$ cat config.mk
export PLATFORM = sky130hd
export DESIGN_NAME = julc_top
export DESIGN_NICKNAME = d
export VERILOG_FILES = /design/src/core/julc_pkg.sv /design/src/core/julc_top.sv
export VERILOG_INCLUDE_DIRS = /design/src /design/src/core
export SDC_FILE = /design/constraint.sdc
export NUM_CORES = 1
export LEC_CHECK = 0
export ABC_CLOCK_PERIOD_IN_PS = 2930
export BUFFER_PORTS_ARGS = -buffer_cell sky130_fd_sc_hd__buf_2
export CAP_MARGIN = 40
export CORE_ASPECT_RATIO = 1.2
export CORE_MARGIN = 8
export CORE_UTILIZATION = 35
export CTS_BUF_LIST = sky130_fd_sc_hd__clkbuf_4
export CTS_CLUSTER_SIZE = 25
export DETAILED_ROUTE_END_ITERATION = 7
export PLACE_DENSITY_LB_ADDON = 0.2
export SETUP_SLACK_MARGIN = 0.4
export SYNTH_ARGS = -nofsm -noshare
export SYNTH_HDL_FRONTEND = slang
export SYNTH_SLANG_ARGS = --single-unit
$ cat constraint.sdc
create_clock -name core_clk -period 2.93 [get_ports core_clk]
set_input_delay 0.1465 -clock core_clk [delete_from_list [all_inputs] [get_ports core_clk]]
set_output_delay 0.1465 -clock core_clk [all_outputs]
set_load 0.01 [all_outputs]
$ cat src/core/julc_regs.svh
// register offsets, field positions, masks and reset values of the upper-lane config bank
`ifndef JULC_REGS_SVH
`define JULC_REGS_SVH
// register indexes; byte address is four times the index
`define JULC_IDX_CFG3 32'h0000_0003
`define JULC_IDX_MFC 32'h0000_0078
`define JULC_IDX_OVR 32'h0000_0086
`define JULC_IDX_CS56 32'h0000_0087
`define JULC_IDX_CS78 32'h0000_0088
`define JULC_IDX_ID56 32'h0000_0089
`define JULC_IDX_ID78 32'h0000_008A
`define JULC_ADDR(i) ((i) << 2)
// writable bits of each register; all other bits read as zero
`define JULC_MASK_CFG3 16'h0020
`define JULC_MASK_MFC 16'hFC00
`define JULC_MASK_OVR 16'hFF00
`define JULC_MASK_CS 16'hFFFF
`define JULC_MASK_ID 16'h1F1F
// field positions
`define JULC_CFG3_WR_SEL_BIT 5
`define JULC_MFC_FORCE_BIT 15
`define JULC_MFC_PRESET_LSB 10
`define JULC_OVR_ID_MSB 15
`define JULC_OVR_CS_MSB 11
`define JULC_HI_ID_LSB 8
`define JULC_LO_ID_LSB 0
`define JULC_HI_CS_LSB 8
`define JULC_LO_CS_LSB 0
// reset and default values
`define JULC_REG_RESET 16'h0000
`define JULC_LANE5_DEF_ID 5'h05
`define JULC_LANE6_DEF_ID 5'h06
`define JULC_LANE7_DEF_ID 5'h07
`define JULC_LANE8_DEF_ID 5'h08
`define JULC_MFC_LAST 5'h1F
`define JULC_MFC_ZERO 5'h00
// axi responses
`define JULC_RESP_OKAY 2'h0
`define JULC_RESP_SLVERR 2'h2
`endif

$ cat src/core/julc_pkg.sv
// types shared by the upper-lane config bank
package julc_pkg;
  // register select, also the index into the register array
  typedef enum logic [2:0] {
    SEL_CFG3 = 3'b000,
    SEL_MFC  = 3'b001,
    SEL_OVR  = 3'b010,
    SEL_CS56 = 3'b011,
    SEL_CS78 = 3'b100,
    SEL_ID56 = 3'b101,
    SEL_ID78 = 3'b110,
    SEL_NONE = 3'b111
  } julc_sel_t;
  // read channel states
  typedef enum logic [0:0] {
    RD_IDLE = 1'b0,
    RD_DATA = 1'b1
  } julc_rd_state_t;
endpackage

$ cat src/core/julc_top.sv
// upper-lane link configuration registers with axi4-lite slave and link-side sampling
// What this block does
// - force bit loads multiframe counter from preset
// - preset field gives counter starting value
// - override, checksum and id registers writable only with write-select set
// - lane 5 id: default 00101 or programmed
// - lane 6 id: default 00110 or programmed
// - lane 7 id: default 00111 or programmed
// - lane 8 id: default 01000 or programmed
// - lane 5 checksum: computed or upper byte
// - lanes 6-8 checksum: computed or programmed byte
// - lane 5/6 checksum register byte layout
// - lane 7/8 checksum register byte layout
// - lane 5/6 identifier register field layout
// - all fields reset zero, read/write
// - lane 7/8 identifier register field layout
//
// Design decision made here: register access over AXI4-Lite.
`timescale 1ns/1ps
`include "julc_regs.svh"

module julc_top (
  // clock and reset
  input  wire logic        core_clk,
  input  wire logic        rst_n,
  // axi4-lite write address and data
  input  wire logic [31:0] s_axi_awaddr,
  input  wire logic        s_axi_awvalid,
  output logic             s_axi_awready,
  input  wire logic [31:0] s_axi_wdata,
  input  wire logic [3:0]  s_axi_wstrb,
  input  wire logic        s_axi_wvalid,
  output logic             s_axi_wready,
  // axi4-lite write response
  output logic [1:0]       s_axi_bresp,
  output logic             s_axi_bvalid,
  input  wire logic        s_axi_bready,
  // axi4-lite read
  input  wire logic [31:0] s_axi_araddr,
  input  wire logic        s_axi_arvalid,
  output logic             s_axi_arready,
  output logic [31:0]      s_axi_rdata,
  output logic [1:0]       s_axi_rresp,
  output logic             s_axi_rvalid,
  input  wire logic        s_axi_rready,
  // link control
  input  wire logic        link_init,
  input  wire logic        mfc_restart,
  // checksums computed by the link framer
  input  wire logic [7:0]  lane5_fchk_calc,
  input  wire logic [7:0]  lane6_fchk_calc,
  input  wire logic [7:0]  lane7_fchk_calc,
  input  wire logic [7:0]  lane8_fchk_calc,
  // sampled lane identifiers
  output logic [4:0]       lane5_tx_id,
  output logic [4:0]       lane6_tx_id,
  output logic [4:0]       lane7_tx_id,
  output logic [4:0]       lane8_tx_id,
  // sampled lane checksums
  output logic [7:0]       lane5_tx_fchk,
  output logic [7:0]       lane6_tx_fchk,
  output logic [7:0]       lane7_tx_fchk,
  output logic [7:0]       lane8_tx_fchk,
  // local multiframe counter
  output logic [4:0]       mfc_count,
  output logic             mfc_wrap
);

  // address decode shared by write and read paths
  function automatic julc_pkg::julc_sel_t dec_addr(input logic [31:0] a);
    if (a == `JULC_ADDR(`JULC_IDX_CFG3))
      dec_addr = julc_pkg::SEL_CFG3;
    else if (a == `JULC_ADDR(`JULC_IDX_MFC))
      dec_addr = julc_pkg::SEL_MFC;
    else if (a == `JULC_ADDR(`JULC_IDX_OVR))
      dec_addr = julc_pkg::SEL_OVR;
    else if (a == `JULC_ADDR(`JULC_IDX_CS56))
      dec_addr = julc_pkg::SEL_CS56;
    else if (a == `JULC_ADDR(`JULC_IDX_CS78))
      dec_addr = julc_pkg::SEL_CS78;
    else if (a == `JULC_ADDR(`JULC_IDX_ID56))
      dec_addr = julc_pkg::SEL_ID56;
    else if (a == `JULC_ADDR(`JULC_IDX_ID78))
      dec_addr = julc_pkg::SEL_ID78;
    else
      dec_addr = julc_pkg::SEL_NONE;
  endfunction

  // writable bits per register; unused bits are dropped so they read zero
  function automatic logic [15:0] reg_mask(input julc_pkg::julc_sel_t s);
    case (s)
      julc_pkg::SEL_CFG3: reg_mask = `JULC_MASK_CFG3;
      julc_pkg::SEL_MFC:  reg_mask = `JULC_MASK_MFC;
      julc_pkg::SEL_OVR:  reg_mask = `JULC_MASK_OVR;
      julc_pkg::SEL_CS56: reg_mask = `JULC_MASK_CS;
      julc_pkg::SEL_CS78: reg_mask = `JULC_MASK_CS;
      julc_pkg::SEL_ID56: reg_mask = `JULC_MASK_ID;
      julc_pkg::SEL_ID78: reg_mask = `JULC_MASK_ID;
      default:            reg_mask = `JULC_REG_RESET;
    endcase
  endfunction

  // register storage, indexed by select code
  logic [15:0] regs_q [7];
  logic [15:0] regs_d [7];
  // write channel state
  logic        aw_full_q, aw_full_d;
  logic        w_full_q, w_full_d;
  logic [31:0] awaddr_q, awaddr_d;
  logic [15:0] wdata_q, wdata_d;
  logic [1:0]  wstrb_q, wstrb_d;
  logic        awready_q, awready_d;
  logic        wready_q, wready_d;
  logic        bvalid_q, bvalid_d;
  logic [1:0]  bresp_q, bresp_d;
  // write commit helpers
  julc_pkg::julc_sel_t wsel;
  logic [15:0] wmask;
  logic        wr_sel_on;

  // override, checksum and id registers may only be written while write-select is set
  assign wr_sel_on = regs_q[julc_pkg::SEL_CFG3][`JULC_CFG3_WR_SEL_BIT];

  // write path: take address and data in either order, commit once both are held
  always_comb
  begin
    regs_d    = regs_q;
    aw_full_d = aw_full_q;
    w_full_d  = w_full_q;
    awaddr_d  = awaddr_q;
    wdata_d   = wdata_q;
    wstrb_d   = wstrb_q;
    bvalid_d  = bvalid_q;
    bresp_d   = bresp_q;
    wsel      = julc_pkg::SEL_NONE;
    wmask     = `JULC_REG_RESET;
    if (awready_q && s_axi_awvalid)
    begin
      aw_full_d = 1'b1;
      awaddr_d  = s_axi_awaddr;
    end
    if (wready_q && s_axi_wvalid)
    begin
      w_full_d = 1'b1;
      wdata_d  = s_axi_wdata[15:0];
      wstrb_d  = s_axi_wstrb[1:0];
    end
    // commit in the same edge that completes the pair
    if (aw_full_d && w_full_d && !bvalid_q)
    begin
      wsel = dec_addr(awaddr_d);
      // only the two low byte lanes carry register bits
      wmask = reg_mask(wsel) & {{8{wstrb_d[1]}}, {8{wstrb_d[0]}}};
      if (wsel == julc_pkg::SEL_NONE)
        bresp_d = `JULC_RESP_SLVERR;
      else
      begin
        bresp_d = `JULC_RESP_OKAY;
        // locked bank: write is dropped but still answered okay
        if (wsel <= julc_pkg::SEL_MFC || wr_sel_on)
          regs_d[wsel] = (regs_q[wsel] & ~wmask) | (wdata_d & wmask);
      end
      aw_full_d = 1'b0;
      w_full_d  = 1'b0;
      bvalid_d  = 1'b1;
    end
    else if (bvalid_q && s_axi_bready)
      bvalid_d = 1'b0;
    // accept again only once the response is gone
    awready_d = !aw_full_d && !bvalid_d;
    wready_d  = !w_full_d && !bvalid_d;
  end

  // write path registers; all fields come out of reset as zero
  always_ff @(posedge core_clk or negedge rst_n)
  begin
    if (!rst_n)
    begin
      for (int i = 0; i < 7; i++)
        regs_q[i] <= `JULC_REG_RESET;
      aw_full_q <= 1'b0;
      w_full_q  <= 1'b0;
      awaddr_q  <= 32'h0000_0000;
      wdata_q   <= 16'h0000;
      wstrb_q   <= 2'h0;
      awready_q <= 1'b1;
      wready_q  <= 1'b1;
      bvalid_q  <= 1'b0;
      bresp_q   <= `JULC_RESP_OKAY;
    end
    else
    begin
      regs_q    <= regs_d;
      aw_full_q <= aw_full_d;
      w_full_q  <= w_full_d;
      awaddr_q  <= awaddr_d;
      wdata_q   <= wdata_d;
      wstrb_q   <= wstrb_d;
      awready_q <= awready_d;
      wready_q  <= wready_d;
      bvalid_q  <= bvalid_d;
      bresp_q   <= bresp_d;
    end
  end

  // read channel state
  julc_pkg::julc_rd_state_t rd_state_q, rd_state_d;
  logic [31:0] rdata_q, rdata_d;
  logic [1:0]  rresp_q, rresp_d;
  julc_pkg::julc_sel_t rsel;

  // read path: one read at a time, data answered the cycle after the address
  always_comb
  begin
    rd_state_d = rd_state_q;
    rdata_d    = rdata_q;
    rresp_d    = rresp_q;
    rsel       = dec_addr(s_axi_araddr);
    case (rd_state_q)
      julc_pkg::RD_IDLE:
        if (s_axi_arvalid)
        begin
          rd_state_d = julc_pkg::RD_DATA;
          if (rsel == julc_pkg::SEL_NONE)
          begin
            rdata_d = 32'h0000_0000;
            rresp_d = `JULC_RESP_SLVERR;
          end
          else
          begin
            // bank reads are never locked; upper half always zero
            rdata_d = {16'h0000, regs_q[rsel]};
            rresp_d = `JULC_RESP_OKAY;
          end
        end
      julc_pkg::RD_DATA:
        if (s_axi_rready)
          rd_state_d = julc_pkg::RD_IDLE;
      default:
        rd_state_d = julc_pkg::RD_IDLE;
    endcase
  end

  // read path registers
  always_ff @(posedge core_clk or negedge rst_n)
  begin
    if (!rst_n)
    begin
      rd_state_q <= julc_pkg::RD_IDLE;
      rdata_q    <= 32'h0000_0000;
      rresp_q    <= `JULC_RESP_OKAY;
    end
    else
    begin
      rd_state_q <= rd_state_d;
      rdata_q    <= rdata_d;
      rresp_q    <= rresp_d;
    end
  end

  // link-side sampled values, one entry per lane 5..8
  logic [4:0] id_q [4];
  logic [4:0] id_d [4];
  logic [7:0] fchk_q [4];
  logic [7:0] fchk_d [4];
  logic [4:0] mfc_q, mfc_d;
  logic       wrap_q, wrap_d;
  // candidate values per lane
  logic [4:0] id_def [4];
  logic [4:0] id_prog [4];
  logic [7:0] cs_prog [4];
  logic [7:0] cs_calc [4];
  logic [15:0] ovr_r, mfc_r;

  assign ovr_r = regs_q[julc_pkg::SEL_OVR];
  assign mfc_r = regs_q[julc_pkg::SEL_MFC];

  // lane candidates; field slices follow the register layouts
  always_comb
  begin
    id_def[0]  = `JULC_LANE5_DEF_ID;
    id_def[1]  = `JULC_LANE6_DEF_ID;
    id_def[2]  = `JULC_LANE7_DEF_ID;
    id_def[3]  = `JULC_LANE8_DEF_ID;
    id_prog[0] = regs_q[julc_pkg::SEL_ID56][`JULC_HI_ID_LSB +: 5];
    id_prog[1] = regs_q[julc_pkg::SEL_ID56][`JULC_LO_ID_LSB +: 5];
    id_prog[2] = regs_q[julc_pkg::SEL_ID78][`JULC_HI_ID_LSB +: 5];
    id_prog[3] = regs_q[julc_pkg::SEL_ID78][`JULC_LO_ID_LSB +: 5];
    cs_prog[0] = regs_q[julc_pkg::SEL_CS56][`JULC_HI_CS_LSB +: 8];
    cs_prog[1] = regs_q[julc_pkg::SEL_CS56][`JULC_LO_CS_LSB +: 8];
    cs_prog[2] = regs_q[julc_pkg::SEL_CS78][`JULC_HI_CS_LSB +: 8];
    cs_prog[3] = regs_q[julc_pkg::SEL_CS78][`JULC_LO_CS_LSB +: 8];
    cs_calc[0] = lane5_fchk_calc;
    cs_calc[1] = lane6_fchk_calc;
    cs_calc[2] = lane7_fchk_calc;
    cs_calc[3] = lane8_fchk_calc;
  end

  // link sampling and multiframe counter next state
  always_comb
  begin
    id_d   = id_q;
    fchk_d = fchk_q;
    // mid-link register writes must not disturb a running link
    if (link_init)
      for (int k = 0; k < 4; k++)
      begin
        id_d[k] = ovr_r[`JULC_OVR_ID_MSB - k] ? id_prog[k] : id_def[k];
        fchk_d[k] = ovr_r[`JULC_OVR_CS_MSB - k] ? cs_prog[k] : cs_calc[k];
      end
    wrap_d = 1'b0;
    if (mfc_restart)
    begin
      // forced start value, else the default zero start
      if (mfc_r[`JULC_MFC_FORCE_BIT])
        mfc_d = mfc_r[`JULC_MFC_PRESET_LSB +: 5];
      else
        mfc_d = `JULC_MFC_ZERO;
    end
    else if (mfc_q == `JULC_MFC_LAST)
    begin
      mfc_d  = `JULC_MFC_ZERO;
      wrap_d = 1'b1;
    end
    else
      mfc_d = mfc_q + 5'h01;
  end

  // link-side registers
  always_ff @(posedge core_clk or negedge rst_n)
  begin
    if (!rst_n)
    begin
      id_q[0]   <= `JULC_LANE5_DEF_ID;
      id_q[1]   <= `JULC_LANE6_DEF_ID;
      id_q[2]   <= `JULC_LANE7_DEF_ID;
      id_q[3]   <= `JULC_LANE8_DEF_ID;
      for (int k = 0; k < 4; k++)
        fchk_q[k] <= 8'h00;
      mfc_q  <= `JULC_MFC_ZERO;
      wrap_q <= 1'b0;
    end
    else
    begin
      id_q   <= id_d;
      fchk_q <= fchk_d;
      mfc_q  <= mfc_d;
      wrap_q <= wrap_d;
    end
  end

  // outputs straight from flops
  assign s_axi_awready = awready_q;
  assign s_axi_wready  = wready_q;
  assign s_axi_bvalid  = bvalid_q;
  assign s_axi_bresp   = bresp_q;
  assign s_axi_arready = (rd_state_q == julc_pkg::RD_IDLE);
  assign s_axi_rvalid  = (rd_state_q == julc_pkg::RD_DATA);
  assign s_axi_rdata   = rdata_q;
  assign s_axi_rresp   = rresp_q;
  assign lane5_tx_id   = id_q[0];
  assign lane6_tx_id   = id_q[1];
  assign lane7_tx_id   = id_q[2];
  assign lane8_tx_id   = id_q[3];
  assign lane5_tx_fchk = fchk_q[0];
  assign lane6_tx_fchk = fchk_q[1];
  assign lane7_tx_fchk = fchk_q[2];
  assign lane8_tx_fchk = fchk_q[3];
  assign mfc_count     = mfc_q;
  assign mfc_wrap      = wrap_q;

endmodule

### Word level (Yosys, flattened, before mapping)

Cells that the tools add are included.

| word-level totals | value |
|---|---|
| register bits | 262 |
| latch bits | 0 |
| bits in writable memories | 0 |
| bits in read-only memories | 0 |
| input bits | 141 |
| memories kept | 0 |

| cells by class | value |
|---|---|
| add/sub/neg operators | 1 |
| multiply operators | 0 |
| divide/modulo/power cells | 0 |
| magnitude comparators | 4 |
| equal/unequal tests | 23 |
| shift operators | 0 |
| multiplexer cells | 54 |
| bitwise gates (word level) | 9 |
| reduce and logical (&&, ||, !) cells | 18 |

Operators with widths:

| kind | number |
|---|---|
| 32-bit by 10-bit equality test with 1-bit output (second input constant) | 10 |
| 16-bit 2-to-1 mux | 8 |
| 112-bit bitwise mux | 1 |
| 16-bit binary-select mux with 3-bit select | 2 |
| 16-bit case mux with 5 select lines | 1 |
| 32-bit by 4-bit equality test with 1-bit output (second input constant) | 2 |
| 32-bit by 9-bit equality test with 1-bit output (second input constant) | 2 |
| 16-bit AND | 3 |
| 16-bit demux with 3-bit select | 1 |
| 5-bit 2-to-1 mux | 7 |
| 32-bit 2-to-1 mux | 1 |
| 8-bit 2-to-1 mux | 4 |
| 3-bit 2-to-1 mux | 9 |
| 16-bit inverter | 1 |
| 16-bit bitwise OR | 1 |
| 3-bit equality test (second input constant) | 5 |
| 2-bit 2-to-1 mux | 7 |
| 1-bit 2-to-1 mux | 12 |
| 4-bit greater-or-equal comparator (second input constant) | 2 |
| 1-bit logical AND | 8 |
| 3-bit inverter with 4-bit output | 2 |
| 3-bit by 2-bit equality test with 1-bit output (second input constant) | 2 |
| 5-bit by 1-bit adder with 5-bit output (second input constant) | 1 |
| 5-bit equality test (second input constant) | 1 |
| other kinds (11) | 16 |

### Depth between registers and ports, before layout

| logic depth | value |
|---|---|
| word-level depth | 20 |
| depth in mapped cells | 14 |
| gate-level depth less buffers | 9 |

### Worst setup path before layout

Ideal clock, no wire load.

| timing path | value |
|---|---|
| kind | register to register |
| start | register awready_q (netlist: s_axi_awready) |
| end | register regs_q, in the netlist cs_prog[19] |
| setup time | 134 ps |
| arrival time | 2753 ps |
| data required time | 2796 ps |
| setup slack | 43 ps |
| cell stages (with the launch flop) | 15 |
| path buffers | 6 |
| cells stage by stage | dfstp_2 > buf_4 > and2_4 > buf_6 > a21oi_2 > or3_1 > buf_2 > a211oi_2 > buf_4 > o21a_1 > buf_2 > nand2_1 > clkbuf_1 > a22oi_1 > o21ai_0 |

| between the ends | value |
|---|---|
| cells in the longest elaborated chain, start to end | 20 |
| elaborated cells on any way between the ends | 51 |
| those cells by class | 3 x order compare; 14 x eq/ne; 18 x mux; 7 x bitwise; 9 x reduce/logical |

RTL lines:

| element | line | text |
|---|---|---|
| start, declared | julc_top.sv:112 | `logic awready_q, awready_d;` |
| start signal, assigned | julc_top.sv:199 | `awready_q <= awready_d;` |
| 1-bit logical AND (*) | julc_top.sv:137 | `if (awready_q && s_axi_awvalid)` |
| 32-bit 2-to-1 mux | julc_top.sv:137 |  |
| 32-bit by 10-bit equality test with 1-bit output (no source line) | -- |  |
| 1-bit 2-to-1 mux | julc_top.sv:83 | `` else if (a == `JULC_ADDR(`JULC_IDX_ID78)) `` |
| 2-bit 2-to-1 mux | julc_top.sv:81 | `` else if (a == `JULC_ADDR(`JULC_IDX_ID56)) `` |
| 2-bit 2-to-1 mux | julc_top.sv:79 | `` else if (a == `JULC_ADDR(`JULC_IDX_CS78)) `` |
| 3-bit 2-to-1 mux | julc_top.sv:77 | `` else if (a == `JULC_ADDR(`JULC_IDX_CS56)) `` |
| 3-bit 2-to-1 mux | julc_top.sv:75 | `` else if (a == `JULC_ADDR(`JULC_IDX_OVR)) `` |
| [... 4 more ...] | -- |  |
| 2-bit OR reduction (no source line) | -- |  |
| 16-bit case mux with 5 select lines | julc_top.sv:91 | `case (s)` |
| 16-bit 2-to-1 mux | julc_top.sv:149 | `if (aw_full_d && w_full_d && !bvalid_q)` |
| 16-bit AND | julc_top.sv:153 | `wmask = reg_mask(wsel) & {{8{wstrb_d[1]}}, {8{wstrb_d[0]}}};` |
| 16-bit inverter | julc_top.sv:161 | `regs_d[wsel] = (regs_q[wsel] & ~wmask) \| (wdata_d & wmask);` |
| 16-bit AND | julc_top.sv:161 |  |
| 16-bit bitwise OR | julc_top.sv:161 |  |
| 112-bit bitwise mux | julc_top.sv:161 |  |
| end signal, assigned by index | julc_top.sv:180 | `` regs_q[i] <= `JULC_REG_RESET; `` |
| end signal, assigned | julc_top.sv:193 | `regs_q <= regs_d;` |
| end, declared | julc_top.sv:104 | `logic [15:0] regs_q [7];` |

Mark *: on every way between the ends. The rest lies on a longest branch, timed or not. The select of a mux whose other input is x is not followed.
A chain may end at the register's enable or synchronous reset.

### Worst setup path after layout

| timing path | value |
|---|---|
| start | register awready_q (netlist: s_axi_awready) |
| end | register regs_q, in the netlist id_prog[4] |

Same word-level chain as after synthesis.

==> metrics.csv <==
metric,value,unit
detailed placement HPWL,31990,microns
crit-path cells,buf_4 -> nand4_1 -> o21a_1 -> buf_4 -> buf_4 -> a2111o_1 -> o22ai_4 -> nor2_2 -> a221o_2 -> buf_6 -> nor3_4 -> nor3_1,
I/O Buffers,203,
"Seq/Total Area, Yosys",48.67,%
Worst-Margin Slew,0.8120,ns
max-slew violation count,0,
Yosys top cell by area,dfrtp_1,
vias post-DR,11770,
first drt pass iteration count,6,
critical path arrival,3.49,ns
crit path launch,s_axi_awready,
# rows,76,
pre-CTS setup slack,-0.08170,ns
Initial Utilization,35.26,%
f_max,346.8,MHz
Root Driver,clkbuf_4,
"Primary FF master, synth",dfrtp_1,
P&R area growth vs syn,41.24,%
Max-Slew Margin vs Limit,45.73,%
crit-path most repeated cell,buf_4,
part of the power in registers,42.9,%
Pwr Density,537.1,nW/um^2
Total Wirelength,44640,microns
unrepaired setup endpoints after global routing,true,
Combinational Power Share,24.9,%
DR WL met3,2837,microns
initial antenna violation count,1,
R2R depth,12,
Core Footprint,35660,sq um
Post-synth EDFFs,0,
met2 routed wirelength,21530,microns
Power Total,9.536,mW
Syn Area/Cell,9.693,sq um
Worst path slowest cell,dfstp_2,
setup TNS,0,ns
CTS Buffer Depth,3,
Post-Syn Instances,1297,
fraction of registers with async set/reset,100.0,%
Fin. Hold Viols,0,
Final ANT Viol Nets,0,
die area,42270,sq um
CP Capture Point,id_prog[4],
DRT iter0 DRCs,777,
post-synth top area share,46.58,%
"critical path fanouts, max",5,
CTS Sinks,244,
Mapped Area,12570,sq um
Final min period,2.884,ns
VDD IR max,0.0003501,V
Worst R2R Setup Slack,0.05,ns
clock power share,32.2,%
worst skew pair latency,0.71,ns
number of max-cap violations,0,
"flops & latches, synth",244,
crit-path max cell delay,0.57,ns
Final Setup Violations,0,
Unique masters post-synth,78,
PnR worst setup slack,0.04638,ns
first-pass GRT wire length,70280,microns
htree depth,3,
Num CTS Buffers,66,
Critical R2R Launch,s_axi_awready,
Sw Ratio,32.30,%
startpoint types,flip-flop,
Vias/cell,5.233,
Clock Pin Slew Worst Setup and Hold Paths,0.07,ns
Top Ports,240,
leak pwr,8.042,nW
TritonCTS clock tree,built,
DRC errors left,0,
GRT overflow,0,
fin cells,2249,
endpoint class of the critical path,flip-flop,
largest net degree at the start of global routing,80,
Synth area leaders,"dfrtp_1 47%, mux2i_1 9.6%, nand2_1 5.9%",
Ys Warns,0,
Metal-1 WL,18760,microns
Die Y,223.6,microns
share of layout cells above drive strength 1,36.56,%
Die Wd,189.0,microns
Switch Pwr,3.080,mW
critical path type,flip-flop to flip-flop,
Tcrit/Tclk final,98.42,%
internal power,6.456,mW
outcome,"finished, final reports clean",
RR Endpoint,id_prog[4],
vias in the first global route,12310,
GRT Total Usage,20.84,%
Total Nets Final,1873,
uppermost layer routed,met4,
post-DR wirelength/cell,19.85,microns
WP data required,3.53,ns
Hold Crit Class,primary input to async pin,
Clock Skews,0.05601,ns
worst hold margin,0.02523,ns
GPL Wtd Cong,0.8933,
placed cells,1973,
==> Yosys cell counts (9+ instances only) <==
cell	count
dfrtp_1	234
nand2_1	196
mux2i_1	120
clkbuf_1	87
nor2_1	70
o21ai_0	61
a21oi_1	47
nand3_1	38
o21ai_1	38
inv_1	34
buf_4	26
nor4_1	22
a222oi_1	17
and3_1	17
mux2_2	17
nor3_1	17
o2bb2ai_1	16
a31oi_1	14
buf_1	14
buf_2	14
a22oi_1	13
o211ai_1	12
o31ai_1	11
and2_1	10
dfstp_2	10
nand4_1	9
==> cell type report <==
type                            instances  area [sq um]
Inverter                               35         131.4
Multi-Input combinational cell        890          6347
Clock buffer                           96         720.7
Antenna cell                            3         7.507
Sequential cell                       244          6118
Clock inverter                         20         107.6
Tap cell                              468         585.6
Fill cell                            3355         17900
Timing Repair Buffer                  493          3739
==> stage by stage <==
step / instance area, sq um / utilization, %
6_report: 17760 / 49.80
5_1_grt: 17750 / 49.78
4_1_cts: 17400 / 48.81
3_5_place_dp: 14790 / 41.48
3_3_place_gp: 14760 / 41.39
2_1_floorplan: 12780 / -
==> power groups by stage <==
| stage | registers [mW] | logic (mW) | clock network (mW) |
|---|---|---|---|
| floorplan | 4.09 | 1.07 | 0 |
| global placement | 4.10 | 1.89 | 0 |
| detailed placement | 4.11 | 1.92 | 0 |
| CTS | 4.07 | 2.26 | 3.18 |
| global route | 4.14 | 2.61 | 3.36 |
| finish | 4.09 | 2.38 | 3.07 |
==> kinds of logic (layout without fill, tap and decap cells) <==
family | after synthesis | count (layout) | share of synthesized area [%]
adders and majority gates | 2 | 2 | 0.1990
xor gates and xnor gates | 2 | 2 | 0.1394
DFF | 244 | 244 | 48.67
AOI/OAI and AO/OA | 290 | 290 | 15.96
other | 1 | 21 | 0.02983
muxes | 142 | 142 | 11.52
buffers and inverters | 180 | 644 | 6.479
and+or+nand+nor | 436 | 436 | 17.00
==> worst max-delay path: cells and delay by family (launching register included) <==
family          cells  cell delay (ns)
compound gates      4             1.18
buf+inv             4             0.59
flops               1             0.57
simple gates        4             0.45
==> placed cells by master (no fill, tap or decap), types with 36 or more instances in the layout <==
master and n:
clkbuf_4 96, dlygate4sd3_1 106, nor2_1 68, o21ai_1 42, nand2_1 194, mux2i_1 119
buf_4 150, dfrtp_1 234, nand3_1 36, buf_2 201, a21oi_1 42, o21ai_0 39
==> per-layer routing <==
| metal | track usage, % | vias to the layer above |
|---|---|---|
| met5 | 0 | - |
| met4 | 7.978 | 0 |
| met3 | 4.465 | 98 |
| met2 | 34.79 | 425 |
| met1 | 26.13 | 5716 |
| li1 | - | 5529 |
==> flip-flops by register name, indices dropped and copies added, names as in the netlist, 2 cells and up <==
name / count
lane5_tx_id: 5
cs_prog: 32
ovr_r: 16
lane5_tx_fchk: 8
lane8_tx_id: 5
s_axi_rdata: 16
awaddr_q: 32
regs_q: 28
wdata_q: 16
lane8_tx_fchk: 8
lane6_tx_fchk: 8
id_prog: 20
lane7_tx_id: 5
wstrb_q: 2
lane7_tx_fchk: 8
mfc_count: 5
mfc_r: 16
lane6_tx_id: 5
==> worst min path at each step <==
stage | end | cells after the start | slack [ns] | start
3_3_place_gp | lane8_tx_fchk[0] | 1 | 0.17 | rst_n
5_1_grt | awaddr_q[3] | 4 | 0.06 | s_axi_awvalid
4_1_cts | s_axi_rdata[15] | 4 | 0.008 | s_axi_arvalid
6_report | lane8_tx_fchk[0] | 2 | 0.03 | rst_n
3_5_place_dp | lane8_tx_fchk[0] | 1 | 0.17 | rst_n
2_1_floorplan | aw_full_q | 0 | -0.15 | rst_n
==> timing repair <==
item / in CTS / in global routing
hold endpoints to repair: 335 / 0
gates resized for setup: 110 / 56
setup buffers: 38 / 11
pin swaps: 45 / 24
cloned: 2 / 0
hold buffers: 106 / 0
endpoints found under the setup margin: 67 / 67
(Power assumes the default switching activity.)
